--- src/verilog/mode_reg_defines.vh ---
// Mode register addresses, field positions, reset values and codes.
// Assumes inclusion by the mode register bank and its bench only.
`ifndef MODE_REG_DEFINES_VH
`define MODE_REG_DEFINES_VH

`define MA_LATENCY        6'h02
`define MA_IO_CFG         6'h03
`define MA_REF_THERM      6'h04
`define MA_MAKER          6'h05
`define MA_REV_FIRST      6'h06
`define MA_REV_SECOND     6'h07
`define MA_GEOMETRY       6'h08
`define MA_VENDOR_TEST    6'h09
`define MA_SET_POINT      6'h0D

`define LAT_WRLEV_BIT     7
`define SP_WRITE_BIT      6
`define SP_ACTIVE_BIT     7

`define IO_PUCAL_BIT      0
`define IO_WRPST_BIT      1
`define IO_PROTECT_BIT    2
`define IO_PULLDOWN_DRIVE_STRENGTH_LSB       3
`define IO_RDINV_BIT      6
`define IO_WRINV_BIT      7
`define IO_CFG_RESET      8'h31

`define RT_RATE_LSB       0
`define RT_ABORT_BIT      3
`define RT_REPAIR_BIT     4
`define RT_OFFSET_LSB     5
`define RT_TUF_BIT        7
`define RT_WR_MASK        8'h78
`define RATE_1X           3'h3
`define RATE_DERATE       3'h6

`define GEOMETRY_DEFAULT  8'h00
`define MAKER_DEFAULT     8'hA5
`define REV_DEFAULT       8'h00

`endif

--- src/verilog/mode_reg_bank.v ---
// Mode register bank of one channel: set-point copies, thermal register,
// identity and geometry registers. Assumes a decoder delivers one-cycle
// write and read strobes with a six-bit address and eight-bit operand.
//
// What this block does
// - Write-leveling set holds mode-register-write state until cleared
// - Writes and reads reach write-select set point
// - Leveling and I/O config outputs, except repair protection, follow only the active set point
// - Pull-up calibration point bit, default one
// - Write postamble length bit, default half cycle
// - Pull-down strength code, default 110
// - Read and write inversion enables, default off
// - Repair protection sticky until power-on reset
// - Protection refuses writing one to repair entry
// - Read-only refresh rate field code meanings
// - Rate scales refresh timings; 011 is 85 C
// - Derating needed reports rate code 110
// - Update flag sets on rate change, read clears
// - Flag zero at power-up; rate valid after init
// - Thermal register writes update bits 6..3 only
// - Self-refresh abort enable bit, default off
// - Repair entry bit enters or leaves repair mode
// - Thermal offset field, two bits
// - Geometry type and width codes read 00
// - Density field four bits in geometry register
// - Read data on low eight lanes, rest zero
`timescale 1ns/1ps
`include "mode_reg_defines.vh"

module mode_reg_bank #(
  parameter [7:0] MAKER_CODE    = `MAKER_DEFAULT, // Arbitrary value.
  parameter [7:0] REV_FIRST     = `REV_DEFAULT,   // Arbitrary value.
  parameter [7:0] REV_SECOND    = `REV_DEFAULT,   // Arbitrary value.
  parameter [3:0] DENSITY_CODE  = 4'h0,
  parameter       DQ_WIDTH      = 16
) (
  // Clock and reset.
  input  wire                clk_i,
  input  wire                rst_n_i,
  // Mode register commands.
  input  wire                mrw_i,
  input  wire                mrr_i,
  input  wire [5:0]          addr_i,
  input  wire [7:0]          op_i,
  // Device status inputs.
  input  wire                init_done_i,
  input  wire [2:0]          temp_rate_i,
  input  wire                derate_i,
  // Read data.
  output reg  [DQ_WIDTH-1:0] rd_dq_o,
  output reg                 rd_valid_o,
  // Operating configuration; write leveling and I/O config other than repair protection from the active set point.
  output reg                 wrlev_state_o,
  output reg                 pullup_cal_point_o,
  output reg                 write_postamble_length_o,
  output reg  [2:0]          pulldown_drive_strength_o,
  output reg                 read_inversion_enable_o,
  output reg                 write_inversion_enable_o,
  output reg                 repair_protect_o,
  output reg                 selfrefresh_abort_enable_o,
  output reg                 repair_mode_entry_o,
  output reg  [1:0]          thermal_offset_o,
  output reg  [2:0]          refresh_rate_o
);

  reg  [7:0] io_cfg_r [0:1];
  reg  [7:0] set_point_r;
  reg        lev_r [0:1];
  reg        protect_r;
  reg  [3:0] rt_wr_r;
  reg  [2:0] rate_r;
  reg        tuf_r;
  reg  [7:0] rd_data;
  wire       wsel;
  wire       asel;
  wire [2:0] rate_src;
  wire       tuf_set;
  wire       tuf_clr;

  assign wsel = set_point_r[`SP_WRITE_BIT];
  assign asel = set_point_r[`SP_ACTIVE_BIT];

  // Derating overrides the sensor code so the controller sees 110.
  assign rate_src = !init_done_i ? `RATE_1X :
                    (derate_i ? `RATE_DERATE : temp_rate_i);
  assign tuf_set  = init_done_i && (rate_src != rate_r);
  assign tuf_clr  = mrr_i && (addr_i == `MA_REF_THERM);

  // Set-point copies of write-leveling and I/O config, selected on write.
  always @(posedge clk_i)
  begin
    if (!rst_n_i)
    begin
      io_cfg_r[0] <= `IO_CFG_RESET;
      io_cfg_r[1] <= `IO_CFG_RESET;
      lev_r[0]    <= 1'b0;
      lev_r[1]    <= 1'b0;
      set_point_r <= 8'h00;
      protect_r   <= 1'b0;
      rt_wr_r     <= 4'h0;
    end
    else if (mrw_i)
    begin
      case (addr_i)
        `MA_LATENCY:
          lev_r[wsel] <= op_i[`LAT_WRLEV_BIT];
        `MA_IO_CFG:
        begin
          io_cfg_r[wsel] <= op_i;
          if (op_i[`IO_PROTECT_BIT])
            protect_r <= 1'b1;
        end
        `MA_REF_THERM:
        begin
          // Only bits 6..3 land; repair entry refused when protected.
          rt_wr_r[0] <= op_i[`RT_ABORT_BIT];
          rt_wr_r[2:1] <= op_i[`RT_OFFSET_LSB +: 2];
          if (!(protect_r && op_i[`RT_REPAIR_BIT]))
            rt_wr_r[3] <= op_i[`RT_REPAIR_BIT];
        end
        `MA_SET_POINT:
          set_point_r <= op_i;
        default:
          set_point_r <= set_point_r;
      endcase
    end
  end

  // Refresh rate tracking; a new change beats a read clear.
  always @(posedge clk_i)
  begin
    if (!rst_n_i)
    begin
      rate_r <= `RATE_1X;
      tuf_r  <= 1'b0;
    end
    else
    begin
      rate_r <= rate_src;
      if (tuf_set)
        tuf_r <= 1'b1;
      else if (tuf_clr)
        tuf_r <= 1'b0;
    end
  end

  // Read multiplexer; write-only and unmapped addresses read zero.
  always @*
  begin
    rd_data = 8'h00;
    case (addr_i)
      `MA_LATENCY:     rd_data = {lev_r[wsel], 7'h00};
      `MA_IO_CFG:      rd_data = io_cfg_r[wsel];
      `MA_REF_THERM:   rd_data = {tuf_r, rt_wr_r[2:1], rt_wr_r[3],
                                  rt_wr_r[0], rate_r};
      `MA_MAKER:       rd_data = MAKER_CODE;
      `MA_REV_FIRST:   rd_data = REV_FIRST;
      `MA_REV_SECOND:  rd_data = REV_SECOND;
      `MA_GEOMETRY:    rd_data = {2'b00, DENSITY_CODE, 2'b00};
      `MA_SET_POINT:   rd_data = set_point_r;
      default:         rd_data = 8'h00;
    endcase
  end

  // Registered outputs; write leveling and I/O config other than repair protection driven from the active set point.
  always @(posedge clk_i)
  begin
    if (!rst_n_i)
    begin
      rd_dq_o                    <= {DQ_WIDTH{1'b0}};
      rd_valid_o                 <= 1'b0;
      wrlev_state_o              <= 1'b0;
      pullup_cal_point_o         <= 1'b1;
      write_postamble_length_o   <= 1'b0;
      pulldown_drive_strength_o  <= 3'h6;
      read_inversion_enable_o    <= 1'b0;
      write_inversion_enable_o   <= 1'b0;
      repair_protect_o           <= 1'b0;
      selfrefresh_abort_enable_o <= 1'b0;
      repair_mode_entry_o        <= 1'b0;
      thermal_offset_o           <= 2'h0;
      refresh_rate_o             <= `RATE_1X;
    end
    else
    begin
      rd_valid_o <= mrr_i;
      if (mrr_i)
        rd_dq_o <= {{(DQ_WIDTH-8){1'b0}}, rd_data};
      // Leveling stays active until the clearing write lands.
      wrlev_state_o <= lev_r[asel];
      pullup_cal_point_o <= io_cfg_r[asel][`IO_PUCAL_BIT];
      write_postamble_length_o <= io_cfg_r[asel][`IO_WRPST_BIT];
      pulldown_drive_strength_o <=
        io_cfg_r[asel][`IO_PULLDOWN_DRIVE_STRENGTH_LSB +: 3];
      read_inversion_enable_o  <= io_cfg_r[asel][`IO_RDINV_BIT];
      write_inversion_enable_o <= io_cfg_r[asel][`IO_WRINV_BIT];
      repair_protect_o           <= protect_r;
      selfrefresh_abort_enable_o <= rt_wr_r[0];
      repair_mode_entry_o        <= rt_wr_r[3];
      thermal_offset_o           <= rt_wr_r[2:1];
      refresh_rate_o             <= rate_r;
    end
  end

endmodule // mode_reg_bank

--- config.mk ---
export PLATFORM = sky130hd
export DESIGN_NAME = mode_reg_bank
export DESIGN_NICKNAME = d
export VERILOG_FILES = /design/src/verilog/mode_reg_bank.v
export VERILOG_INCLUDE_DIRS = /design/src /design/src/verilog
export SDC_FILE = /design/constraint.sdc
export NUM_CORES = 1
export LEC_CHECK = 0
export ABC_AREA = 1
export BUFFER_PORTS_ARGS = -buffer_cell sky130_fd_sc_hd__buf_4
export CORE_ASPECT_RATIO = 1.2
export CORE_UTILIZATION = 34
export CTS_CLUSTER_DIAMETER = 80
export CTS_CLUSTER_SIZE = 16
export DETAILED_ROUTE_END_ITERATION = 8
export GPL_ROUTABILITY_DRIVEN = 0
export PLACE_DENSITY_LB_ADDON = 0.12
export SYNTH_ARGS = -nofsm -noshare
export SYNTH_HDL_FRONTEND = slang
export SYNTH_SLANG_ARGS = --single-unit
--- constraint.sdc ---
create_clock -name clk_i -period 1.9 [get_ports clk_i]
set_clock_uncertainty 0.1 [all_clocks]
set_input_delay 0.19 -clock clk_i [delete_from_list [all_inputs] [get_ports clk_i]]
set_output_delay 0.19 -clock clk_i [all_outputs]
set_load 0.03 [all_outputs]
Word-level counts from Yosys, hierarchy flattened
Memory sizes are Yosys's and may differ from the RTL's. A register that Yosys moved wholly into a read port is not among the register bits.
Index checks and enable logic that the tools add are counted.

cells by class
  add/subtract/negate cells = 0
  $mul = 0
  div/mod/pow operators = 0
  order comparisons = 0
  equality and inequality tests = 6
  shifts and indexed selects = 0
  mux-type cells = 24
  bitwise operators = 1
  reduce and logical (&&, ||, !) cells = 12

operators by type and width
  cell                  number
  $pmux W8 S5           1
  $mux W1               20
  $eq A6 B2 Y1 const B  2
  $eq A6 B3 Y1 const B  2
  $mux W8               1
  $reduce_or A8 Y1      1
  $eq A6 B4 Y1 const B  1
  $mux W3               2
  $reduce_and A3 Y1     2
  $reduce_and A2 Y1     2
  $logic_and A1 B1 Y1   3
  $ne A3 B3 Y1          1
  $logic_not A1 Y1      2
  $reduce_bool A2 Y1    1
  $not A1 Y1            1
  $reduce_or A1 Y1      1

storage, ports and cells
  flip-flop bits (word level) = 34
  bits in latches = 0
  RAM bits = 18
  bits in read-only memories = 0
  input bits = 23
  output and inout bits = 33
  memories = 2

memory list
  name      words  width  rd ports  clocked after memory_dff  wr ports  line                text
  io_cfg_r  2      8      2         2                         2         mode_reg_bank.v:66  reg [7:0] io_cfg_r [0:1];
  lev_r     2      1      2         2                         2         mode_reg_bank.v:68  reg lev_r [0:1];

Logic depth before layout (Yosys ltp)
Gate-level depths: netlist of the first run.

  word-level depth = 7
  gate-level depth with buffers = 8
  mapped depth without buffers = 7

Worst setup path before layout of the first run
OpenSTA, ideal clock, no wires.

  path kind = input to register
  from = input addr_i[5]
  to = memory io_cfg_r[1][0], enable pin
  library setup time = 0.329 ns
  arrival = 1.060 ns
  required time = 1.471 ns
  path slack = 0.411 ns
  stages on the path = 7
  path through = nor2_4 -> nand2_4 -> nor2_8 -> nand2_4 -> nor2_4 -> inv_2 -> nand2_1

RTL lines
  item             line                text
  start, declared  mode_reg_bank.v:43  input wire [5:0] addr_i,
  end, declared    mode_reg_bank.v:66

==> impl_metrics.env, run 1 <==
export IMPL_cts_buffer_depth=2
export IMPL_dp_hpwl_mm=4.65
export IMPL_start_util=0.358
export IMPL_die_y_um=98.7
export IMPL_ys_ff_latch=61
export IMPL_period_share=0.789
export IMPL_antenna_cells=0
export IMPL_rows=34
export IMPL_r2r_cells=5
export IMPL_num_nets_final=396
export IMPL_wire_per_inst_um=13.4
export IMPL_rrSetupSlack_ns=0.40
export IMPL_grt_pass1_vias=1974
export IMPL_dp_slack_ns=0.205
export IMPL_h_tree_depth=3
export IMPL_hold_path_class="in2reg"
export IMPL_ys_types=27
export IMPL_coreArea_mm2=0.00740
export IMPL_setup_violations=0
export IMPL_ir_worst_vdd_mv=0.564
export IMPL_pwr_density_cell_mw_per_mm2=893
export IMPL_p_leak_nw=1.50
export IMPL_dr_pass1_iters=4
export IMPL_setup_tns_ns=0
export IMPL_syn_avg_cell_area_um2=8.30
export IMPL_clock_sinks=61
export IMPL_rsz0062_at_grt="no"
export IMPL_crit_path_max_fanout=18
export IMPL_grt_ovfl_total=0
export IMPL_outcome="complete, no violations"
export IMPL_die_area_mm2=0.00815
export IMPL_wirelength_mm=6.25
export IMPL_finalWorstSetupSlack_ns=0.402
export IMPL_holdWs_ns=0.00917
export IMPL_clk_latency_ns=0.35
export IMPL_final_cell_mix="nand2_1, buf_4, dfxtp_1, inv_1, a21oi_1"
export IMPL_cts_root_buf="clkbuf_8"
export IMPL_worstHoldEndpoint="set_point_r[5]"
export IMPL_grt_max_degree=35
export IMPL_postSynthCellCount=319
export IMPL_drive_gt1_frac=0.206
export IMPL_ys_warn_count=0
export IMPL_io_pin_count=56
export IMPL_total_power_mw=2.97
export IMPL_cts_tree="yes"
export IMPL_tightest_slew_ns=0.507
export IMPL_max_slew_margin_rel=0.662
export IMPL_min_path_cells=3
export IMPL_required_ns=2.04
export IMPL_clk_pin_slew_ns=0.07
export IMPL_viasPerCell=4.64
export IMPL_mostFrequentLayoutCell="nand2_1"
export IMPL_cts_hold_buffers=6
export IMPL_fmax_mhz=667
export IMPL_setup_worst_path_end_class="flop"
export IMPL_layout_area_overhead_vs_synth_pct=25.5
export IMPL_fillers=754
export IMPL_drt_iter0_drc=112
export IMPL_cts_setup_buffers=0
export IMPL_antenna_found_initial=0
export IMPL_synth_sequential_area_ratio=0.522
export IMPL_antenna_left=0
export IMPL_r2r_end="rd_dq_o[7]"
export IMPL_track_usage=0.170
export IMPL_io_buffer_count=47
export IMPL_finalHoldViolations=0
export IMPL_grt_pass1_wl_mm=9.98
export IMPL_drv_cap=0
export IMPL_worst_setup_path_type="reg2reg"
export IMPL_worstHoldStart="op_i[5]"
export IMPL_crit_arrival_ns=1.64
export IMPL_drv_slew=0
export IMPL_synthesis_area_mm2=0.00265
export IMPL_vias=2172
export IMPL_die_w_um=82.6
export IMPL_setup_worst_path_start_class="flop"
export IMPL_cts_buffers_inserted=9
export IMPL_drc=0
export IMPL_fin_crit_ns=1.50
export IMPL_cts_resized=0
export IMPL_fin_util=0.449
-- worst max-delay path, cell delays in order, from the launching register on --
cell and delay (ns):
dfxtp_1 0.64, o21ai_0 0.30, nand2_1 0.14, nand3_1 0.07, nor2_1 0.10, nor2_1 0.04
-- synth_stat cells, drive strengths merged --
cell type,instances,area share
nand2,64,0.097
clkbuf,6,0.0085
o21ai,32,0.062
nand4,7,0.017
clkinv,1,0.0014
xor2,2,0.0066
o211ai,4,0.011
nor2,24,0.052
dfxtp,45,0.34
inv,46,0.065
a21oi,28,0.053
edfxtp,16,0.18
buf,15,0.043
nand3,28,0.060
conb,1,0.0014
-- power breakdown --
group | internal [mW] | leakage, nW | total (mW) | switching [mW]
clock network | 0.866 | 0.115 | 1.37 | 0.508
logic | 0.0779 | 0.878 | 0.225 | 0.148
registers | 1.35 | 0.510 | 1.37 | 0.0122
total | 2.30 | 1.50 | 2.97 | 0.668
-- sequential cells by signal, summed over array words and instances (netlist names), named ones only --
name                        cells
write_inversion_enable_o        1
read_inversion_enable_o         1
lev_r                           2
rt_wr_r                         4
wrlev_state_o                   1
pullup_cal_point_o              1
rate_r                          3
rd_valid_o                      1
selfrefresh_abort_enable_o      1
rd_dq_o                         8
thermal_offset_o                2
io_cfg_r                       16
refresh_rate_o                  3
set_point_r                     8
repair_mode_entry_o             1
pulldown_drive_strength_o       3
tuf_r                           1
write_postamble_length_o        1
repair_protect_o                1
protect_r                       1
-- logic make-up after synthesis --
kind of cell | Yosys count | synth area share
and+or+nand+nor | 123 | 0.226
AOI/OAI and AO/OA | 64 | 0.126
xor gates and xnor gates | 2 | 0.00662
buffers and inverters | 68 | 0.118
other | 1 | 0.00142
DFF | 61 | 0.522
-- per-layer routing --
metal | up-vias | part of all wire | track usage | wire [um]
met5 | - | 0 | 0 | 0
li1 | 1124 | - | - | -
met1 | 978 | 0.47 | 0.239 | 2940
met2 | 55 | 0.45 | 0.230 | 2800
met4 | 0 | 0.034 | 0.0955 | 212
met3 | 15 | 0.048 | 0.0463 | 302
-- worst max-delay path by stage --
| stage | slack, ns | endpoint | start | depth (start not counted) |
|---|---|---|---|---|
| after floorplan | 0.41 | io_cfg_r[1][0] | addr_i[5] | 7 |
| after global placement | 0.23 | io_cfg_r[1][0] | addr_i[5] | 8 |
| after detailed placement | 0.21 | io_cfg_r[1][4] | addr_i[3] | 8 |
| after CTS | 0.42 | rd_dq_o[7] | flop | 5 |
| after global routing | 0.27 | rd_dq_o[5] | flop | 6 |
| final | 0.40 | rd_dq_o[7] | flop | 5 |
-- final cells by class --
cell class	instances	area, um2	share of cell area
Clock inverter	5	98.8	0.0297
Inverter	47	176	0.0531
Multi-Input combinational cell	197	980	0.295
Tap cell	90	113	0.0339
Clock buffer	11	131	0.0395
Timing Repair Buffer	57	443	0.133
Sequential cell	61	1380	0.416
-- through the flow --
stage	std cells	cell area [um2]
after detailed placement	446	3030
after CTS	468	3320
final	468	3320
after global routing	468	3320
after global placement	446	3030
after floorplan	326	2670
Power figures use the tool's default switching activity.
==> run 2: changes to the inputs <==
Clock period 1.9 ns to 1.3 ns, I/O delays scaled along.
==> impl_metrics.env, run 2 (same netlist as run 1, synthesis figures left out) <==
export IMPL_grt_ovfl_total=0
export IMPL_clk_pin_slew_ns=0.07
export IMPL_rsz0062_at_grt="yes"
export IMPL_crit_arrival_ns=1.42
export IMPL_grt_pass1_vias=2064
export IMPL_dr_pass1_iters=4
export IMPL_crit_buf_inv=1
export IMPL_drt_iter0_drc=130
export IMPL_p_leak_nw=1.63
export IMPL_drv_cap=0
export IMPL_crit_path_max_fanout=18
export IMPL_num_nets_final=422
export IMPL_path_cells="buf_12, o21ai_0, nand2_1, nand3_1, nor2_1, nor2_1"
export IMPL_drc=0
export IMPL_worst_setup_path_type="reg2reg"
export IMPL_clk_latency_ns=0.34
export IMPL_required_ns=1.48
export IMPL_dp_hpwl_mm=4.73
export IMPL_setup_worst_path_start_class="flop"
export IMPL_regMostFlops="io_cfg_r"
export IMPL_setup_tns_ns=0
export IMPL_die_area_mm2=0.00815
export IMPL_finalHoldViolations=0
export IMPL_layout_area_overhead_vs_synth_pct=34.9
export IMPL_cts_buffers_inserted=9
export IMPL_cpLargestDelayFamily="flip-flops"
export IMPL_fin_crit_ns=1.24
export IMPL_viasPerCell=4.53
export IMPL_clock_sinks=61
export IMPL_fillers=748
export IMPL_rows=34
export IMPL_grt_max_degree=35
export IMPL_cts_root_buf="clkbuf_8"
export IMPL_fmax_mhz=804
export IMPL_cts_buffer_depth=2
export IMPL_start_util=0.358
export IMPL_reg_top3="io_cfg_r: 16 flops, rd_dq_o: 8 flops, set_point_r: 8 flops"
export IMPL_crit_slowest_cell="dfxtp_1"
export IMPL_coreArea_mm2=0.00740
export IMPL_setup_violations=0
export IMPL_final_cell_mix="buf_4, nand2_1, inv_1, dfxtp_1, a21oi_1"
export IMPL_drv_slew=0
export IMPL_h_tree_depth=3
export IMPL_drive_gt1_frac=0.250
export IMPL_track_usage=0.171
export IMPL_mostFrequentLayoutCell="buf_4"
export IMPL_crit_path_frequent_cell="nor2_1"
export IMPL_period_share=0.957
export IMPL_wirelength_mm=6.31
export IMPL_antenna_left=0
export IMPL_cts_tree="yes"
export IMPL_cts_setup_buffers=0
export IMPL_grt_pass1_wl_mm=10.1
export IMPL_largest_reg_flops=16
export IMPL_wire_per_inst_um=12.8
export IMPL_antenna_cells=0
export IMPL_io_pin_count=56
export IMPL_die_y_um=98.7
export IMPL_total_power_mw=3.99
export IMPL_antenna_found_initial=0
export IMPL_ir_worst_vdd_mv=0.660
export IMPL_setup_worst_path_end_class="flop"
export IMPL_max_stage_delay_ns=0.33
export IMPL_io_buffer_count=47
export IMPL_pwr_density_cell_mw_per_mm2=1120
export IMPL_vias=2237
export IMPL_outcome="complete, no violations"
export IMPL_hold_path_class="in2reg"
export IMPL_die_w_um=82.6
==> run 2: repair_timing <==
item | CTS | global route
endpoints found under the hold margin | 13 | 0
resized for setup | 0 | 10
hold buffers | 14 | 0
endpoints found under the setup margin | 0 | 14
==> run 2: where the power goes <==
part	switching (mW)	total (mW)	leakage [nW]	internal, mW
sequential	0.0178	2.00	0.510	1.98
combinational	0.229	0.388	1.03	0.158
clock	0.720	1.60	0.0914	0.882
total	0.967	3.99	1.63	3.02
==> run 2: layout make-up <==
cell class,instances,area [um2],share of cell area
Tap cell,90,113,0.0315
Clock inverter,3,40.0,0.0112
Clock buffer,13,139,0.0389
Multi-Input combinational cell,197,1010,0.282
Inverter,47,176,0.0494
Timing Repair Buffer,83,714,0.200
Sequential cell,61,1380,0.387
==> run 2: per-layer routing <==
metal,vias to the layer above,share of wire,global-route usage,wire (um)
li1,1178,-,-,-
met1,993,0.48,0.232,3020
met2,50,0.45,0.249,2850
met3,16,0.039,0.0343,246
met4,0,0.031,0.0968,193
met5,-,0,0,0
==> run 2: worst register-to-register path, stage by stage, from the launching register on <==
cell	delay, ns
dfxtp_1	0.33
buf_12	0.15
o21ai_0	0.28
nand2_1	0.12
nand3_1	0.08
nor2_1	0.05
nor2_1	0.07
==> run 2: final timing paths <==
check | startpoint | slack [ns] | cells past startpoint | end
hold reg to reg | set_point_r[0] | 0.35 | 2 | set_point_r[0]
hold / removal | rst_n_i | 0.09 | 3 | refresh_rate_o[0]
setup / recovery | flop | 0.06 | 6 | rd_dq_o[7]
setup reg to reg | flop | 0.06 | 6 | rd_dq_o[7]
==> run 2: per-stage QoR <==
stage	hold slack, ns	setup WS, ns	std cells	utilization	instance area (um2)
2_1_floorplan	0.114	0.0173	326	-	2690
3_3_place_gp	0.237	-0.0401	464	0.437	3230
3_5_place_dp	0.240	-0.0567	464	0.437	3230
4_1_cts	0.0874	0.0204	494	0.480	3550
5_1_grt	0.0945	0.00348	494	0.483	3570
6_report	0.0878	0.0559	494	0.483	3570
==> run 3: changes to the inputs <==
Settings changed: ABC_AREA 1 to not set.
==> impl_metrics.env, run 3 <==
export IMPL_mostFrequentLayoutCell="buf_4"
export IMPL_die_y_um=98.3
export IMPL_layout_area_overhead_vs_synth_pct=36.5
export IMPL_wire_per_inst_um=15.0
export IMPL_setup_worst_path_end_class="flop"
export IMPL_drv_slew=0
export IMPL_cts_root_buf="clkbuf_8"
export IMPL_fmax_mhz=762
export IMPL_wirelength_mm=6.49
export IMPL_rsz0062_at_grt="yes"
export IMPL_netlist_top_cell_by_area="dfxtp_1"
export IMPL_grt_max_degree=23
export IMPL_violations="negative hold slack, negative setup slack"
export IMPL_sw_frac_of_total=0.245
export IMPL_viasPerCell=4.74
export IMPL_io_buffer_count=47
export IMPL_dr_pass1_iters=4
export IMPL_regMostFlops="io_cfg_r"
export IMPL_antenna_cells=0
export IMPL_synth_edf_count=16
export IMPL_cts_tree="yes"
export IMPL_synthesis_area_mm2=0.00263
export IMPL_cts_buffers_inserted=9
export IMPL_hold_path_class="in2reg"
export IMPL_power_frac_seq=0.499
export IMPL_drt_iter0_drc=78
export IMPL_netlist_top_cells_area="dfxtp_1, edfxtp_1, mux2i_1"
export IMPL_crit_path_max_fanout=2
export IMPL_synthTopCellsByCount="dfxtp_1, nand2_1, edfxtp_1"
export IMPL_postLayoutCellArea_mm2=0.00358
export IMPL_clk_latency_ns=0.34
export IMPL_antenna_left=0
export IMPL_drc=0
export IMPL_ys_flop_type="dfxtp_1"
export IMPL_combPwrFrac=0.103
export IMPL_finalHoldViolations=1
export IMPL_antenna_found_initial=0
export IMPL_drv_cap=0
export IMPL_postSynthCellCount=250
export IMPL_outcome="finished with violations"
export IMPL_synth_top_area_share=0.343
export IMPL_finalWorstSetupSlack_ns=-0.0125
export IMPL_p_leak_nw=1.42
export IMPL_crit_arrival_ns=1.44
export IMPL_clkPwrFrac=0.398
export IMPL_setup_worst_path_start_class="flop"
export IMPL_die_w_um=82.2
export IMPL_syn_avg_cell_area_um2=10.5
export IMPL_fin_util=0.487
export IMPL_required_ns=1.43
export IMPL_reg_top3="io_cfg_r: 16 flops, rd_dq_o: 8 flops, set_point_r: 8 flops"
export IMPL_grt_pass1_wl_mm=10.1
export IMPL_switching_power_uw=991
export IMPL_start_util=0.357
export IMPL_worst_setup_path_type="reg2reg"
export IMPL_internal_power_mw=3.05
export IMPL_dpl_cell_area_mm2=0.00323
export IMPL_max_slew_margin_rel=0.646
export IMPL_pwr_density_cell_mw_per_mm2=1130
export IMPL_tightest_slew_ns=0.530
export IMPL_setup_violations=1
export IMPL_track_usage=0.173
export IMPL_ys_warn_count=0
export IMPL_clk_pin_slew_ns=0.07
export IMPL_clock_sinks=61
export IMPL_coreArea_mm2=0.00736
export IMPL_ys_types=43
export IMPL_num_nets_final=362
export IMPL_cts_buffer_depth=2
export IMPL_ys_async_sr_fraction=0
export IMPL_dp_hpwl_mm=4.86
export IMPL_ys_ff_latch=61
export IMPL_largest_reg_flops=16
export IMPL_period_share=1.01
export IMPL_grt_pass1_vias=1998
export IMPL_vias=2057
export IMPL_holdWs_ns=-0.0868
export IMPL_ir_worst_vdd_mv=0.543
export IMPL_grt_ovfl_total=0
export IMPL_die_area_mm2=0.00808
export IMPL_fin_crit_ns=1.31
export IMPL_cts_hold_buffers=14
export IMPL_h_tree_depth=3
export IMPL_rows=34
export IMPL_final_cell_mix="buf_4, dfxtp_1, nand2_1, edfxtp_1"
export IMPL_synth_sequential_area_ratio=0.526
export IMPL_synth_most_common_cell="dfxtp_1"
export IMPL_io_pin_count=56
export IMPL_drive_gt1_frac=0.311
==> run 3: per-layer routing <==
| metal | track usage | vias up | routed length (um) |
|---|---|---|---|
| met2 | 0.270 | 47 | 3280 |
| li1 | - | 1035 | - |
| met3 | 0.0505 | 8 | 245 |
| met4 | 0.0783 | 0 | 125 |
| met5 | 0 | - | 0 |
| met1 | 0.217 | 967 | 2850 |
==> run 3: cell type report <==
class                      count  area, um2
multi-input combinational    172       1170
sequential                    61       1390
inverter                       6       22.5
timing repair buffer          89        707
fill                         745       3780
clock buffer                  11        131
clock inverter                 5       51.3
tap                           90        113
==> run 3: worst paths after layout <==
kind / startpoint / slack [ns] / cells after the start / end
worst max-delay path: io_cfg_r[0][7] / -0.01 / 3 / rd_dq_o[7]
worst min register to register: set_point_r[2] / 0.36 / 2 / set_point_r[2]
worst min-delay path: mrr_i / -0.09 / 2 / rd_dq_o[7]
worst max register to register: io_cfg_r[0][7] / -0.01 / 3 / rd_dq_o[7]
==> run 3: kinds of logic after synthesis <==
family                    share of synthesized area
AOI/OAI and AO/OA                             0.123
muxes                                        0.0701
other                                       0.00143
xor gates and xnor gates                    0.00667
buffers and inverters                        0.0500
and+or+nand+nor                               0.223
DFF                                           0.526
==> run 3: per-stage QoR <==
step | instances | worst slack [ns] | hold WS, ns | setup TNS (ns) | power (mW)
floorplan | 257 | -0.162 | 0.102 | -2.22 | 2.28
detailed placement | 403 | -0.179 | 0.240 | -6.62 | 2.44
global route | 434 | -0.0640 | -0.0683 | -0.0640 | 4.19
global placement | 403 | -0.206 | 0.234 | -6.67 | 2.44
CTS | 433 | 0.000110 | -0.0925 | 0 | 4.08
finish | 434 | -0.0125 | -0.0868 | -0.0125 | 4.04
==> run 3: worst max-delay path: stages, from the launching register on <==
cell,delay [ns]
edfxtp_1,0.42
mux4_2,0.52
nand3_2,0.09
a31oi_1,0.08
==> run 3: timing repair <==
item                                    CTS  global route
pin swaps                                 1             1
endpoints found under the setup margin   18            12
endpoints found under the hold margin    21             1
buffers inserted                          0             1
gates resized for setup                   4             5
==> run 3: power groups by stage <==
| stage | sequential (mW) | clock [mW] | combinational, mW |
|---|---|---|---|
| after floorplan | 2.09 | 0 | 0.187 |
| after global placement | 2.06 | 0 | 0.380 |
| after detailed placement | 2.06 | 0 | 0.382 |
| after CTS | 2.02 | 1.65 | 0.415 |
| after global routing | 2.02 | 1.72 | 0.449 |
| final | 2.02 | 1.61 | 0.417 |
